**src/common/qdc_defines.svh**
```systemverilog
// Register offsets, field positions, reset values and timing figures of the decoder.
`ifndef QDC_DEFINES_SVH
`define QDC_DEFINES_SVH
`define QDC_OFS_STAT 12'h100
`define QDC_OFS_STCLR 12'h104
`define QDC_OFS_INTSET 12'h304
`define QDC_OFS_INTDIS 12'h308
`define QDC_OFS_ENABLE 12'h500
`define QDC_OFS_INDICATOR_POLARITY 12'h504
`define QDC_OFS_SPER 12'h508
`define QDC_OFS_SAMPLE 12'h50c
`define QDC_OFS_RPER 12'h510
`define QDC_OFS_ACC 12'h514
`define QDC_OFS_DBL 12'h544
`define QDC_EV_SAMPLE 0
`define QDC_EV_REPORT 1
`define QDC_EV_ACCUMULATOR_OVERFLOW_EVENT 2
`define QDC_EV_DBL 3
`define QDC_EV_STOP 4
`define QDC_SPER_MAX 4'ha
`define QDC_BASE_US 128
`define QDC_CLK_MHZ 100
`define QDC_ACC_MAX 32'h000003ff
`define QDC_ACC_MIN 32'hfffffc00
`define QDC_RPER_RST 8'h0a
`define QDC_SMP_NEG 3'h7
`define QDC_SMP_ZERO 3'h0
`define QDC_SMP_POS 3'h1
`define QDC_SMP_DBL 3'h2
`endif

```
**src/common/qdc_pkg.sv**
```systemverilog
// Types shared by the decoder modules.
package qdc_pkg;
  typedef logic [4:0] qdc_ev_t;
  typedef logic [2:0] qdc_smp_t;
  typedef enum logic [1:0] {
    QDC_S_IDLE = 2'b01,
    QDC_S_RUN = 2'b10
  } qdc_sstate_t;
  typedef struct packed {
    qdc_sstate_t state;
    logic [23:0] cnt;
    logic [1:0] ab;
    logic valid;
    qdc_smp_t value;
  } qdc_samp_t;
  typedef struct packed {
    logic wr_pend;
    logic [11:0] wr_addr;
    logic [31:0] rdata;
    qdc_ev_t inten;
    qdc_ev_t status;
    qdc_ev_t ev;
    logic enable;
    logic polarity;
    logic [3:0] sper;
    logic [7:0] rper;
    logic [7:0] rcnt;
    logic [31:0] acc;
    logic [31:0] dbl;
    qdc_smp_t sample;
  } qdc_core_t;
endpackage

```
**src/common/qdc_smp_if.sv**
```systemverilog
// Carrier between the register core and the sampler.
`timescale 1ns/1ns
interface qdc_smp_if;
  logic enable;
  logic [3:0] sper;
  logic valid;
  qdc_pkg::qdc_smp_t value;
  modport src (input enable, input sper, output valid, output value);
  modport snk (output enable, output sper, input valid, input value);
endinterface

```
**src/hw/qdc_sampler.sv**
```systemverilog
// Sample period timer and quadrature transition decoder.
`timescale 1ns/1ns
`include "qdc_defines.svh"
module qdc_sampler #(
  parameter int unsigned P_BASE_CYCLES = `QDC_BASE_US * `QDC_CLK_MHZ
) (
  // Clock and reset
  input wire logic i_ref_clk,
  input wire logic i_srst,
  // Encoder pins
  input wire logic i_enc_a,
  input wire logic i_enc_b,
  // Core side
  qdc_smp_if.src smp
);
  import qdc_pkg::*;

  localparam qdc_samp_t SAMP_RST = '{state: QDC_S_IDLE, default: '0};

  qdc_samp_t q;
  qdc_samp_t d;
  logic [1:0] cur;

  // Codes above the top one run at the longest period rather than wrapping.
  function automatic logic [23:0] period_f(input logic [3:0] code);
    logic [3:0] c;
    c = (code > `QDC_SPER_MAX) ? `QDC_SPER_MAX : code;
    period_f = 24'(P_BASE_CYCLES) << c;
  endfunction

  function automatic qdc_smp_t decode_f(input logic [1:0] p, input logic [1:0] c);
    logic [1:0] fwd;
    fwd = {p[0], ~p[1]};
    if (p == c) begin
      decode_f = `QDC_SMP_ZERO;
    end else if ((p ^ c) == 2'h3) begin
      decode_f = `QDC_SMP_DBL;
    end else if (c == fwd) begin
      decode_f = `QDC_SMP_POS;
    end else begin
      decode_f = `QDC_SMP_NEG;
    end
  endfunction

  assign cur = {i_enc_a, i_enc_b};

  always_comb begin
    d = q;
    d.valid = 1'b0;
    case (q.state)
      QDC_S_IDLE: begin
        d.cnt = '0;
        if (smp.enable) begin
          d.ab = cur;
          d.state = QDC_S_RUN;
        end
      end
      QDC_S_RUN: begin
        if (!smp.enable) begin
          d.state = QDC_S_IDLE;
        end else if (q.cnt >= period_f(smp.sper) - 24'h1) begin
          d.cnt = '0;
          d.valid = 1'b1;
          d.value = decode_f(q.ab, cur);
          d.ab = cur;
        end else begin
          d.cnt = q.cnt + 24'h1;
        end
      end
      default: begin
        d = SAMP_RST;
      end
    endcase
  end

  always_ff @(posedge i_ref_clk) begin
    if (i_srst) begin
      q <= SAMP_RST;
    end else begin
      q <= d;
    end
  end

  assign smp.valid = q.valid;
  assign smp.value = q.value;
endmodule // qdc_sampler

```
**src/hw/qdc_top.sv**
```systemverilog
// Quadrature decoder control: AHB-Lite registers, events, accumulation and pins.
// Contract
// - Interrupt disable register bit 0 is sample-ready; writing one disables that event.
// - Writing one to the report-ready disable bit clears only that enable.
// - Writing one to the overflow disable bit clears the overflow enable.
// - Writing one to the double-ready disable bit clears the double-ready enable.
// - Writing one to disable bit 4 clears the stopped enable.
// - Report-ready fires after the report interval only if the accumulator is nonzero.
// - Double-ready fires after the report interval only if the double count is nonzero.
// - Enable bit 0 switches the decoder on or off; it resets to zero.
// - Polarity bit 0 picks the LED active level: 0 low, 1 high.
// - Interval code 0 to 10 gives 128 us doubling to 131072 us per sample.
// - Writing one to an interrupt set bit enables that event.
// - A sample is two's complement with value 2 meaning a double transition.
// - A sample that would overflow the accumulator is dropped and flags overflow.
`timescale 1ns/1ns
`include "qdc_defines.svh"
module qdc_top #(
  parameter int unsigned P_BASE_CYCLES = `QDC_BASE_US * `QDC_CLK_MHZ
) (
  // Clock and reset
  input wire logic i_ref_clk,
  input wire logic i_srst,
  // AHB-Lite slave
  input wire logic i_hsel,
  input wire logic [31:0] i_haddr,
  input wire logic [1:0] i_htrans,
  input wire logic i_hwrite,
  input wire logic [2:0] i_hsize,
  input wire logic [31:0] i_hwdata,
  input wire logic i_hready,
  output logic o_hreadyout,
  output logic o_hresp,
  output logic [31:0] o_hrdata,
  // Interrupt
  output logic o_irq,
  // Encoder and LED pins
  input wire logic i_enc_a,
  input wire logic i_enc_b,
  output logic o_led,
  output logic o_led_oe,
  output logic o_enc_release
);
  import qdc_pkg::*;

  localparam qdc_core_t CORE_RST = '{rper: `QDC_RPER_RST, default: '0};

  qdc_core_t q;
  qdc_core_t d;
  qdc_smp_if smp ();

  logic accept;
  logic [11:0] aofs;
  logic clr_acc;
  logic clr_dbl;
  logic wr_set;
  logic wr_dis;
  qdc_ev_t clr;
  qdc_ev_t ev;
  logic [31:0] acc_base;
  logic [31:0] dbl_base;
  logic [31:0] sum;
  logic [31:0] sext;

  // ----------------------------------------------------------------
  // Sampler
  // ----------------------------------------------------------------
  qdc_sampler #(
    .P_BASE_CYCLES(P_BASE_CYCLES)
  ) u_sampler (
    .i_ref_clk(i_ref_clk),
    .i_srst(i_srst),
    .i_enc_a(i_enc_a),
    .i_enc_b(i_enc_b),
    .smp(smp)
  );

  assign smp.enable = q.enable;
  assign smp.sper = q.sper;

  // ----------------------------------------------------------------
  // Register read decode
  // ----------------------------------------------------------------
  function automatic logic [31:0] rd_f(input logic [11:0] a, input qdc_core_t s);
    case (a)
      `QDC_OFS_INTSET: begin
        rd_f = {27'h0, s.inten};
      end
      `QDC_OFS_INTDIS: begin
        rd_f = {27'h0, s.inten};
      end
      `QDC_OFS_STAT: begin
        rd_f = {27'h0, s.status};
      end
      `QDC_OFS_ENABLE: begin
        rd_f = {31'h0, s.enable};
      end
      `QDC_OFS_INDICATOR_POLARITY: begin
        rd_f = {31'h0, s.polarity};
      end
      `QDC_OFS_SPER: begin
        rd_f = {28'h0, s.sper};
      end
      `QDC_OFS_SAMPLE: begin
        rd_f = {{29{s.sample[2]}}, s.sample};
      end
      `QDC_OFS_RPER: begin
        rd_f = {24'h0, s.rper};
      end
      `QDC_OFS_ACC: begin
        rd_f = s.acc;
      end
      `QDC_OFS_DBL: begin
        rd_f = s.dbl;
      end
      default: begin
        rd_f = 32'h0;
      end
    endcase
  endfunction

  assign accept = i_hsel && i_htrans[1] && i_hready;
  assign aofs = i_haddr[11:0];
  // Reading a counter hands its value to software and restarts it in one step.
  assign clr_acc = accept && !i_hwrite && (aofs == `QDC_OFS_ACC);
  assign clr_dbl = accept && !i_hwrite && (aofs == `QDC_OFS_DBL);
  assign wr_set = q.wr_pend && (q.wr_addr == `QDC_OFS_INTSET);
  assign wr_dis = q.wr_pend && (q.wr_addr == `QDC_OFS_INTDIS);
  assign sext = {{29{smp.value[2]}}, smp.value};

  // ----------------------------------------------------------------
  // Next state
  // ----------------------------------------------------------------
  always_comb begin
    d = q;
    ev = '0;
    clr = '0;
    sum = 32'h0;
    d.wr_pend = accept && i_hwrite;
    if (accept) begin
      d.wr_addr = aofs;
      d.rdata = rd_f(aofs, q);
    end
    if (q.wr_pend) begin
      case (q.wr_addr)
        `QDC_OFS_INTSET: begin
          d.inten = q.inten | i_hwdata[4:0];
        end
        `QDC_OFS_INTDIS: begin
          // Zeros leave an enable alone.
          d.inten = q.inten & ~i_hwdata[4:0];
        end
        `QDC_OFS_STCLR: begin
          clr = i_hwdata[4:0];
        end
        `QDC_OFS_ENABLE: begin
          d.enable = i_hwdata[0];
          ev[`QDC_EV_STOP] = q.enable && !i_hwdata[0];
        end
        `QDC_OFS_INDICATOR_POLARITY: begin
          d.polarity = i_hwdata[0];
        end
        `QDC_OFS_SPER: begin
          d.sper = i_hwdata[3:0];
        end
        `QDC_OFS_RPER: begin
          d.rper = i_hwdata[7:0];
        end
        default: begin
          d.wr_addr = d.wr_addr;
        end
      endcase
    end
    acc_base = clr_acc ? 32'h0 : q.acc;
    dbl_base = clr_dbl ? 32'h0 : q.dbl;
    d.acc = acc_base;
    d.dbl = dbl_base;
    if (smp.valid) begin
      d.sample = smp.value;
      ev[`QDC_EV_SAMPLE] = 1'b1;
      if (smp.value == `QDC_SMP_DBL) begin
        d.dbl = dbl_base + 32'h1;
      end else begin
        sum = acc_base + sext;
        // Range is checked on the signed result so a wrap is never stored.
        if ($signed(sum) > $signed(`QDC_ACC_MAX) || $signed(sum) < $signed(`QDC_ACC_MIN)) begin
          ev[`QDC_EV_ACCUMULATOR_OVERFLOW_EVENT] = 1'b1;
        end else begin
          d.acc = sum;
        end
      end
      if (q.rcnt + 8'h1 >= q.rper) begin
        d.rcnt = 8'h0;
        ev[`QDC_EV_REPORT] = (d.acc != 32'h0);
        ev[`QDC_EV_DBL] = (d.dbl != 32'h0);
      end else begin
        d.rcnt = q.rcnt + 8'h1;
      end
    end
    d.ev = ev;
    // A new event beats a clear of the same bit in the same cycle.
    d.status = (q.status & ~clr) | ev;
  end

  always_ff @(posedge i_ref_clk) begin
    if (i_srst) begin
      q <= CORE_RST;
    end else begin
      q <= d;
    end
  end

  // ----------------------------------------------------------------
  // Outputs
  // ----------------------------------------------------------------
  assign o_hreadyout = 1'b1;
  assign o_hresp = 1'b0;
  assign o_hrdata = q.rdata;
  assign o_irq = |(q.status & q.inten);
  // The LED is lit for the whole enabled time; its level follows polarity.
  assign o_led = q.enable ? q.polarity : 1'b0;
  assign o_led_oe = q.enable;
  assign o_enc_release = !q.enable;
endmodule // qdc_top

```
**config.mk**
```make
export PLATFORM = sky130hd
export DESIGN_NAME = qdc_top
export DESIGN_NICKNAME = d
export VERILOG_FILES = /design/src/common/qdc_pkg.sv /design/src/common/qdc_smp_if.sv /design/src/hw/qdc_sampler.sv /design/src/hw/qdc_top.sv
export VERILOG_INCLUDE_DIRS = /design/src /design/src/common
export SDC_FILE = /design/constraint.sdc
export NUM_CORES = 1
export LEC_CHECK = 0
export BUFFER_PORTS_ARGS = -buffer_cell sky130_fd_sc_hd__buf_4
export CORE_MARGIN = 3
export CORE_UTILIZATION = 50
export CTS_CLUSTER_SIZE = 12
export DETAILED_ROUTE_END_ITERATION = 16
export PLACE_DENSITY = 0.69
export SYNTH_ARGS = -nofsm -noshare
export SYNTH_HDL_FRONTEND = slang
export SYNTH_SLANG_ARGS = --single-unit
```
**constraint.sdc**
```tcl
create_clock -name i_ref_clk -period 13.1 [get_ports i_ref_clk]
set_clock_uncertainty 0.1 [all_clocks]
set_input_delay 2.62 -clock i_ref_clk [delete_from_list [all_inputs] [get_ports i_ref_clk]]
set_output_delay 2.62 -clock i_ref_clk [all_outputs]
set_load 0.02 [all_outputs]
```
Yosys cells after proc, flatten, opt, wreduce, memory -nomap -nowiden
Cells that the tools add are included.
{ "classes": {"n_addsub": 5, "magnitude_cmp": 5, "eq_ne": 27, "n_shift": 1, "mux": 33, "n_bitwise": 10, "n_reduce_logical": 24} }
{ "op_table": {"columns": ["op", "count"], "rows": [
  ["case mux 32 bit (9 select lines)", 1],
  ["two-way mux 32 bit", 7],
  ["equality test 12 x 11 -> 1 bit (second input constant)", 11],
  ["two-way mux 67 bit", 1],
  ["nonzero test 32 bit", 2],
  ["case mux 28 bit (2 select lines)", 1],
  ["equality test 12 x 10 -> 1 bit (second input constant)", 4],
  ["adder 32 x 1 -> 32 bit (second input constant)", 1],
  ["adder 32 bit", 1],
  ["> comparator 32 x 11 -> 1 bit (second input constant)", 1],
  ["less-than comparator 32 x 11 -> 1 bit (second input constant)", 1],
  ["two-way mux 30 bit", 1],
  ["adder 24 x 1 -> 24 bit (second input constant)", 1],
  ["equality test 12 x 9 -> 1 bit (second input constant)", 2],
  [">= comparator 24 bit", 1],
  ["two-way mux 24 bit", 1],
  ["left shift 14 x 4 -> 24 bit (first input constant)", 1],
  ["subtractor 24 x 1 -> 24 bit (second input constant)", 1],
  ["AND 5 bit", 3],
  ["AND reduction 2 bit", 6],
  ["two-way mux 5 bit", 2],
  ["NOT 5 bit", 2],
  ["bitwise OR 5 bit", 2],
  ["case mux 5 bit (2 select lines)", 1],
  ["25 further kinds", 50]
]} }
{ "word_totals": {"register_bits": 176, "out_inout_bits": 38, "elab_cells": 123} }

Depth between registers and ports, before layout
{ "logic_depth": {"word_depth": 15, "depth_mapped": 23} }

Cells and area by module
Synthesis repeated with hierarchy kept, for this count alone.
{ "hier_totals": {"hier_cells": 1598, "area_unflattened_um2": 12380.6} }
{ "by_module_without_submodules": {"columns": ["module", "n_inst", "cells_each", "area_each_um2"], "rows": [
  ["qdc_top", 1, 1284, 9874.5],
  ["qdc_sampler", 1, 314, 2506.2]
]} }

Worst setup path after synthesis
Ideal clock, no wire load.
{ "synth_timing": {"path_kind": "in2reg", "start": "in i_haddr[11]", "end": "reg q[38] (netlist bit)", "setup_time_ps": 123, "arrival_time_ps": 7377, "t_required_ps": 12877, "slack_ps": 5500, "cell_stages": 19, "path_buffers": 4, "path_cell_list": "nor4_1 > nand4_1 > clkbuf_1 > clkbuf_1 > and2_1 > ha_1 > clkbuf_1 > nand2_1 > o31ai_2 > nor2_1 > o211ai_2 > a21oi_1 > xor2_1 > or4_1 > or4_1 > or3_1 > o31ai_1 > buf_6 > mux2_1"} }
{ "synth_between": {"elab_chain_len": 10, "word_cells_on_any_way": 11} }
{ "synth_rtl": {"columns": ["element", "line", "rtl"], "rows": [
  ["start: declaration", "qdc_top.sv:26", "input wire logic [31:0] i_haddr,"],
  ["equality test 12 x 11 -> 1 bit (*)", null, null],
  ["logical AND 1 bit (*)", "qdc_top.sv:125", "assign clr_acc = accept && !i_hwrite && (aofs == `QDC_OFS_ACC);"],
  ["two-way mux 32 bit (*)", "qdc_top.sv:174", "acc_base = clr_acc ? 32'h0 : q.acc;"],
  ["adder 32 bit", "qdc_top.sv:184", "sum = acc_base + sext;"],
  ["> comparator 32 x 11 -> 1 bit / less-than comparator 32 x 11 -> 1 bit (equally long branches)", "qdc_top.sv:186", "if ($signed(sum) > $signed(`QDC_ACC_MAX) || $signed(sum) < $signed(`QDC_ACC_MIN)) begin"],
  ["logical OR 1 bit", "qdc_top.sv:186", null],
  ["two-way mux 32 bit", "qdc_top.sv:186", null],
  ["two-way mux 32 bit", "qdc_top.sv:181", "if (smp.value == `QDC_SMP_DBL) begin"],
  ["two-way mux 32 bit", "qdc_top.sv:178", "if (smp.valid) begin"],
  ["two-way mux 67 bit (*)", "qdc_top.sv:178", null],
  ["end signal: assignment", "qdc_top.sv:207", "q <= CORE_RST;"],
  ["end signal: assignment", "qdc_top.sv:209", "q <= d;"],
  ["end: declaration", "qdc_top.sv:48", "qdc_core_t q;"]
]} }
Mark *: on every way between the ends. The rest lies on a longest branch, timed or not. The select of a mux whose other input is x is not followed.
A chain may end at the register's enable or synchronous reset.

Final worst setup path
Ends and elaborated chain as after synthesis.

==> results by group <==
Outcome
  • Status: finished, final reports clean

Finish
  • Commonest cells after routing, fill and taps aside: nand2_1 (180), dfxtp_1 (176), nor2_1 (173)
  • FF+latch area: approximately 3500 um2
  • # fillers: 2258
  • Layout Cells excl Fill: 1932
  • Area delta synth->final: 7.73%
  • Nets: about 1700
  • Multi-input gate area: 8130 um2
  • Leading cell type in the layout, fill and taps excluded: nand2_1
  • Diodes inserted: 0
  • Share of cells above drive strength 1: roughly 8.5%
  • Core Util, Final: 55.9%

Global route
  • Vias in the first global route: between 10000 and 15000
  • All-Layer GR Usage: between 20 and 30%
  • First-pass GRT wire length: approximately 56000 um
  • Grt ovf: 0
  • Largest net degree at the start of global routing: 67
  • Initial antenna violation count: 0

Pwr
  • Lkg Pwr: ~5.4 nW
  • Maximum vdd drop: between 0.00007 and 0.00008 V
  • Pwr/cell area: around 81 nW/um2

Yosys
  • Register bit total from synthesis: roughly 180
  • Syn Nets: 1779
  • Async set-reset flop share out of synthesis: 0%
  • Synth Warn #: 0
  • Main synth FF type: dfxtp_1
  • Average size of a mapped cell: roughly 7.6 um2
  • Netlist Area Pre-Place: around 12000 um2
  • Gate Count Post-Synth: roughly 1600
  • Post-synthesis sequential area ratio: around 28%
  • Post-synth EDFFs: 0
  • Synth unique cells: 86

Worst setup path
  • Critical Path End: q[38]$_SDFF_PP0_
  • Reg2reg path depth: 16
  • Critical Path AT: just over 8 ns
  • Startpoint Class: primary input
  • FF-to-FF End: u_sampler.q[14]$_SDFFE_PP0P_
  • Critical Path Start: i_haddr[11]
  • R2r setup slk: approximately 7.2 ns
  • Critical path required time: roughly 13 ns
  • Critical path capture point type: register
  • Crit path kind: in -> reg
  • CP max FO: between 40 and 50
  • Reg2reg start: smp.sper[3]$_SDFFE_PP0P_

Timing
  • Slew headroom: between 30% and 40%
  • Tightest Pin Transition: slightly above 1 ns
  • Post-route clock period utilization: 59.8%
  • # setup viols final: 0
  • Setup TNS: 0 ns
  • Slew Limit Fails: 0
  • Post-layout min period: roughly 7.8 ns
  • WHS: ~0.37 ns
  • Fin. Hold Viols: 0
  • Fmax: between 0.1 and 0.15 GHz
  • RSZ-0062 raised after global routing: no

Min path
  • Worst hold path class: reg -> reg

Place
  • Routability cong.: 0.929
  • Dpl cells: 1900
  • DP HPWL: 24700 um
  • IO Port Bufs: 63

Clocking
  • # Post-CTS Setup Buffers: 0
  • Sink Count: about 180
  • CTS tree: built
  • CTS buffer count: 17
  • Skew-Pair Late Insertion Delay: about 0.44 ns
  • Clock tree root buffer cell: clkbuf_16
  • H-Tree Depth: 4
  • Reg clk slew, reported paths: ~0.070 ns
  • Post_cts resized: 0
  • CTS Hold Bufs: 0
  • Clock buffer depth: 2

Route
  • Detailed Route Iter0 Violations: roughly 1000
  • Vias: around 12000
  • Antenna viol nets, final: 0
  • Final wirelength: around 34000 um
  • DRC errors left: 0
  • DR pass1 iterations: 6
  • Drt wl/cell: 17.6 um
  • Post-DR vias/cell: approximately 6.1

Run
  • Maxcap violations: 0

Floorplanning
  • DIE AREA: 26700 um2
  • FP Rows: 56
  • Initial Util: between 50% and 60%
  • Total I/O pin count: 114
  • Die height: 163 um
  • Die width: 163 um
  • Core ar.: ~24000 um2
[how the worst min path moves through the flow]
stage                              from                  end  slack, ns  cells after the start
floorplan           q[147]$_SDFFE_PP0N_  q[147]$_SDFFE_PP0N_       0.33                      2
global placement    q[144]$_SDFFE_PP0N_  q[144]$_SDFFE_PP0N_       0.34                      2
detailed placement  q[144]$_SDFFE_PP0N_  q[144]$_SDFFE_PP0N_       0.36                      2
CTS                 q[144]$_SDFFE_PP0N_  q[144]$_SDFFE_PP0N_       0.37                      2
global route        q[147]$_SDFFE_PP0N_  q[147]$_SDFFE_PP0N_       0.39                      2
finish              q[147]$_SDFFE_PP0N_  q[147]$_SDFFE_PP0N_       0.37                      2
[stage by stage]
step                      power, mW  cell area (um2)  worst slack [ns]
after floorplan               0.574            12400              5.50
after global placement        0.589            12800              4.86
after detailed placement      0.590            12800              4.90
after CTS                      1.09            13300              5.34
after global routing           1.11            13300              4.83
final                          1.08            13300              5.27
[critical path, cell delays in order]
cell and delay [ns]:
buf_4 0.12, nor4_1 0.58, nand4_1 0.20, buf_4 0.31, and2_1 0.22, ha_1 0.44, nand4_1 0.22, o31ai_2 0.42
nor2_1 0.20, o211ai_2 0.32, xor2_1 0.34, o2111ai_1 0.18, or4_1 0.40, or4_1 0.44, or3_1 0.38, o31ai_2 0.07
buf_4 0.24, mux2_1 0.34
[synth_stat cells (all sizes together), types with 4 or more instances]
master   count  area (um2)
dfxtp      176        3520
a21o        41         308
nand3       50         250
a21boi       4        30.0
a211oi       9        67.6
xor2        35         307
a22oi       32         240
nor4        27         190
nor3        40         205
or2          5        31.3
o21ai       77         385
a221o        5        50.1
xnor2       50         438
mux2         5        56.3
o31ai       16         125
and2        40         250
or3         16         100
nand4b       4        35.0
nand4       31         194
nand2      180         676
a222oi       6        60.1
and3        33         206
clkbuf      78         294
o21a         8        60.1
a31oi       14        87.6
or4          6        48.8
o211ai      10        80.1
mux2i       33         330
nand3b      11        82.6
a41oi        4        35.0
and4        10        87.6
buf         55         354
ha          67         838
o2111ai      7        61.3
nand2b      16         100
a21oi      156         781
inv         31         116
nor3b        8        65.1
nor2       173         649
nor2b        8        50.1
[cell type report]
| class | instances | area share [%] |
|---|---|---|
| clock buffer | 18 | 3.29 |
| clock inverter | 14 | 1.11 |
| inverter | 31 | 0.872 |
| multi-input combinational | 1296 | 61.0 |
| sequential | 176 | 26.4 |
| tap | 319 | 2.99 |
| timing repair buffer | 78 | 4.39 |
[sequential cells by signal, summed over array words and instances, names as in the netlist, named ones only]
| signal | flops |
|---|---|
| o_hrdata | 32 |
| o_led_oe | 1 |
| q | 102 |
| smp.sper | 4 |
| u_sampler.q | 28 |
| u_sampler.smp.valid | 1 |
| u_sampler.smp.value | 3 |
[cells by family after synthesis]
family                   Yosys count  synth area share, %
AND/OR/NAND/NOR                  670                 26.9
AO/OA/AOI/OAI                    434                 22.5
flip-flops                       176                 28.4
buffers and inverters            164                 6.17
XOR/XNOR                          85                 6.01
adder cells (fa/ha/maj)           67                 6.77
multiplexers                      38                 3.12
other                              2               0.0606
[power breakdown]
group	total [mW]	switching [mW]	leakage [nW]	internal (mW)
combinational	0.0396	0.0259	3.67	0.0137
sequential	0.538	0.00186	1.42	0.537
clock	0.503	0.244	0.286	0.259
total	1.08	0.272	5.38	0.809
[metal layers]
layer  routed length [um]  part of all wire [%]  track usage [%]
met3                 1890                   5.6             3.68
met2                15300                    45             41.0
met4                  931                   2.7             8.50
met5                    0                     0                0
met1                15800                    46             34.7
Note: power is estimated with default switching activity, not from simulation.
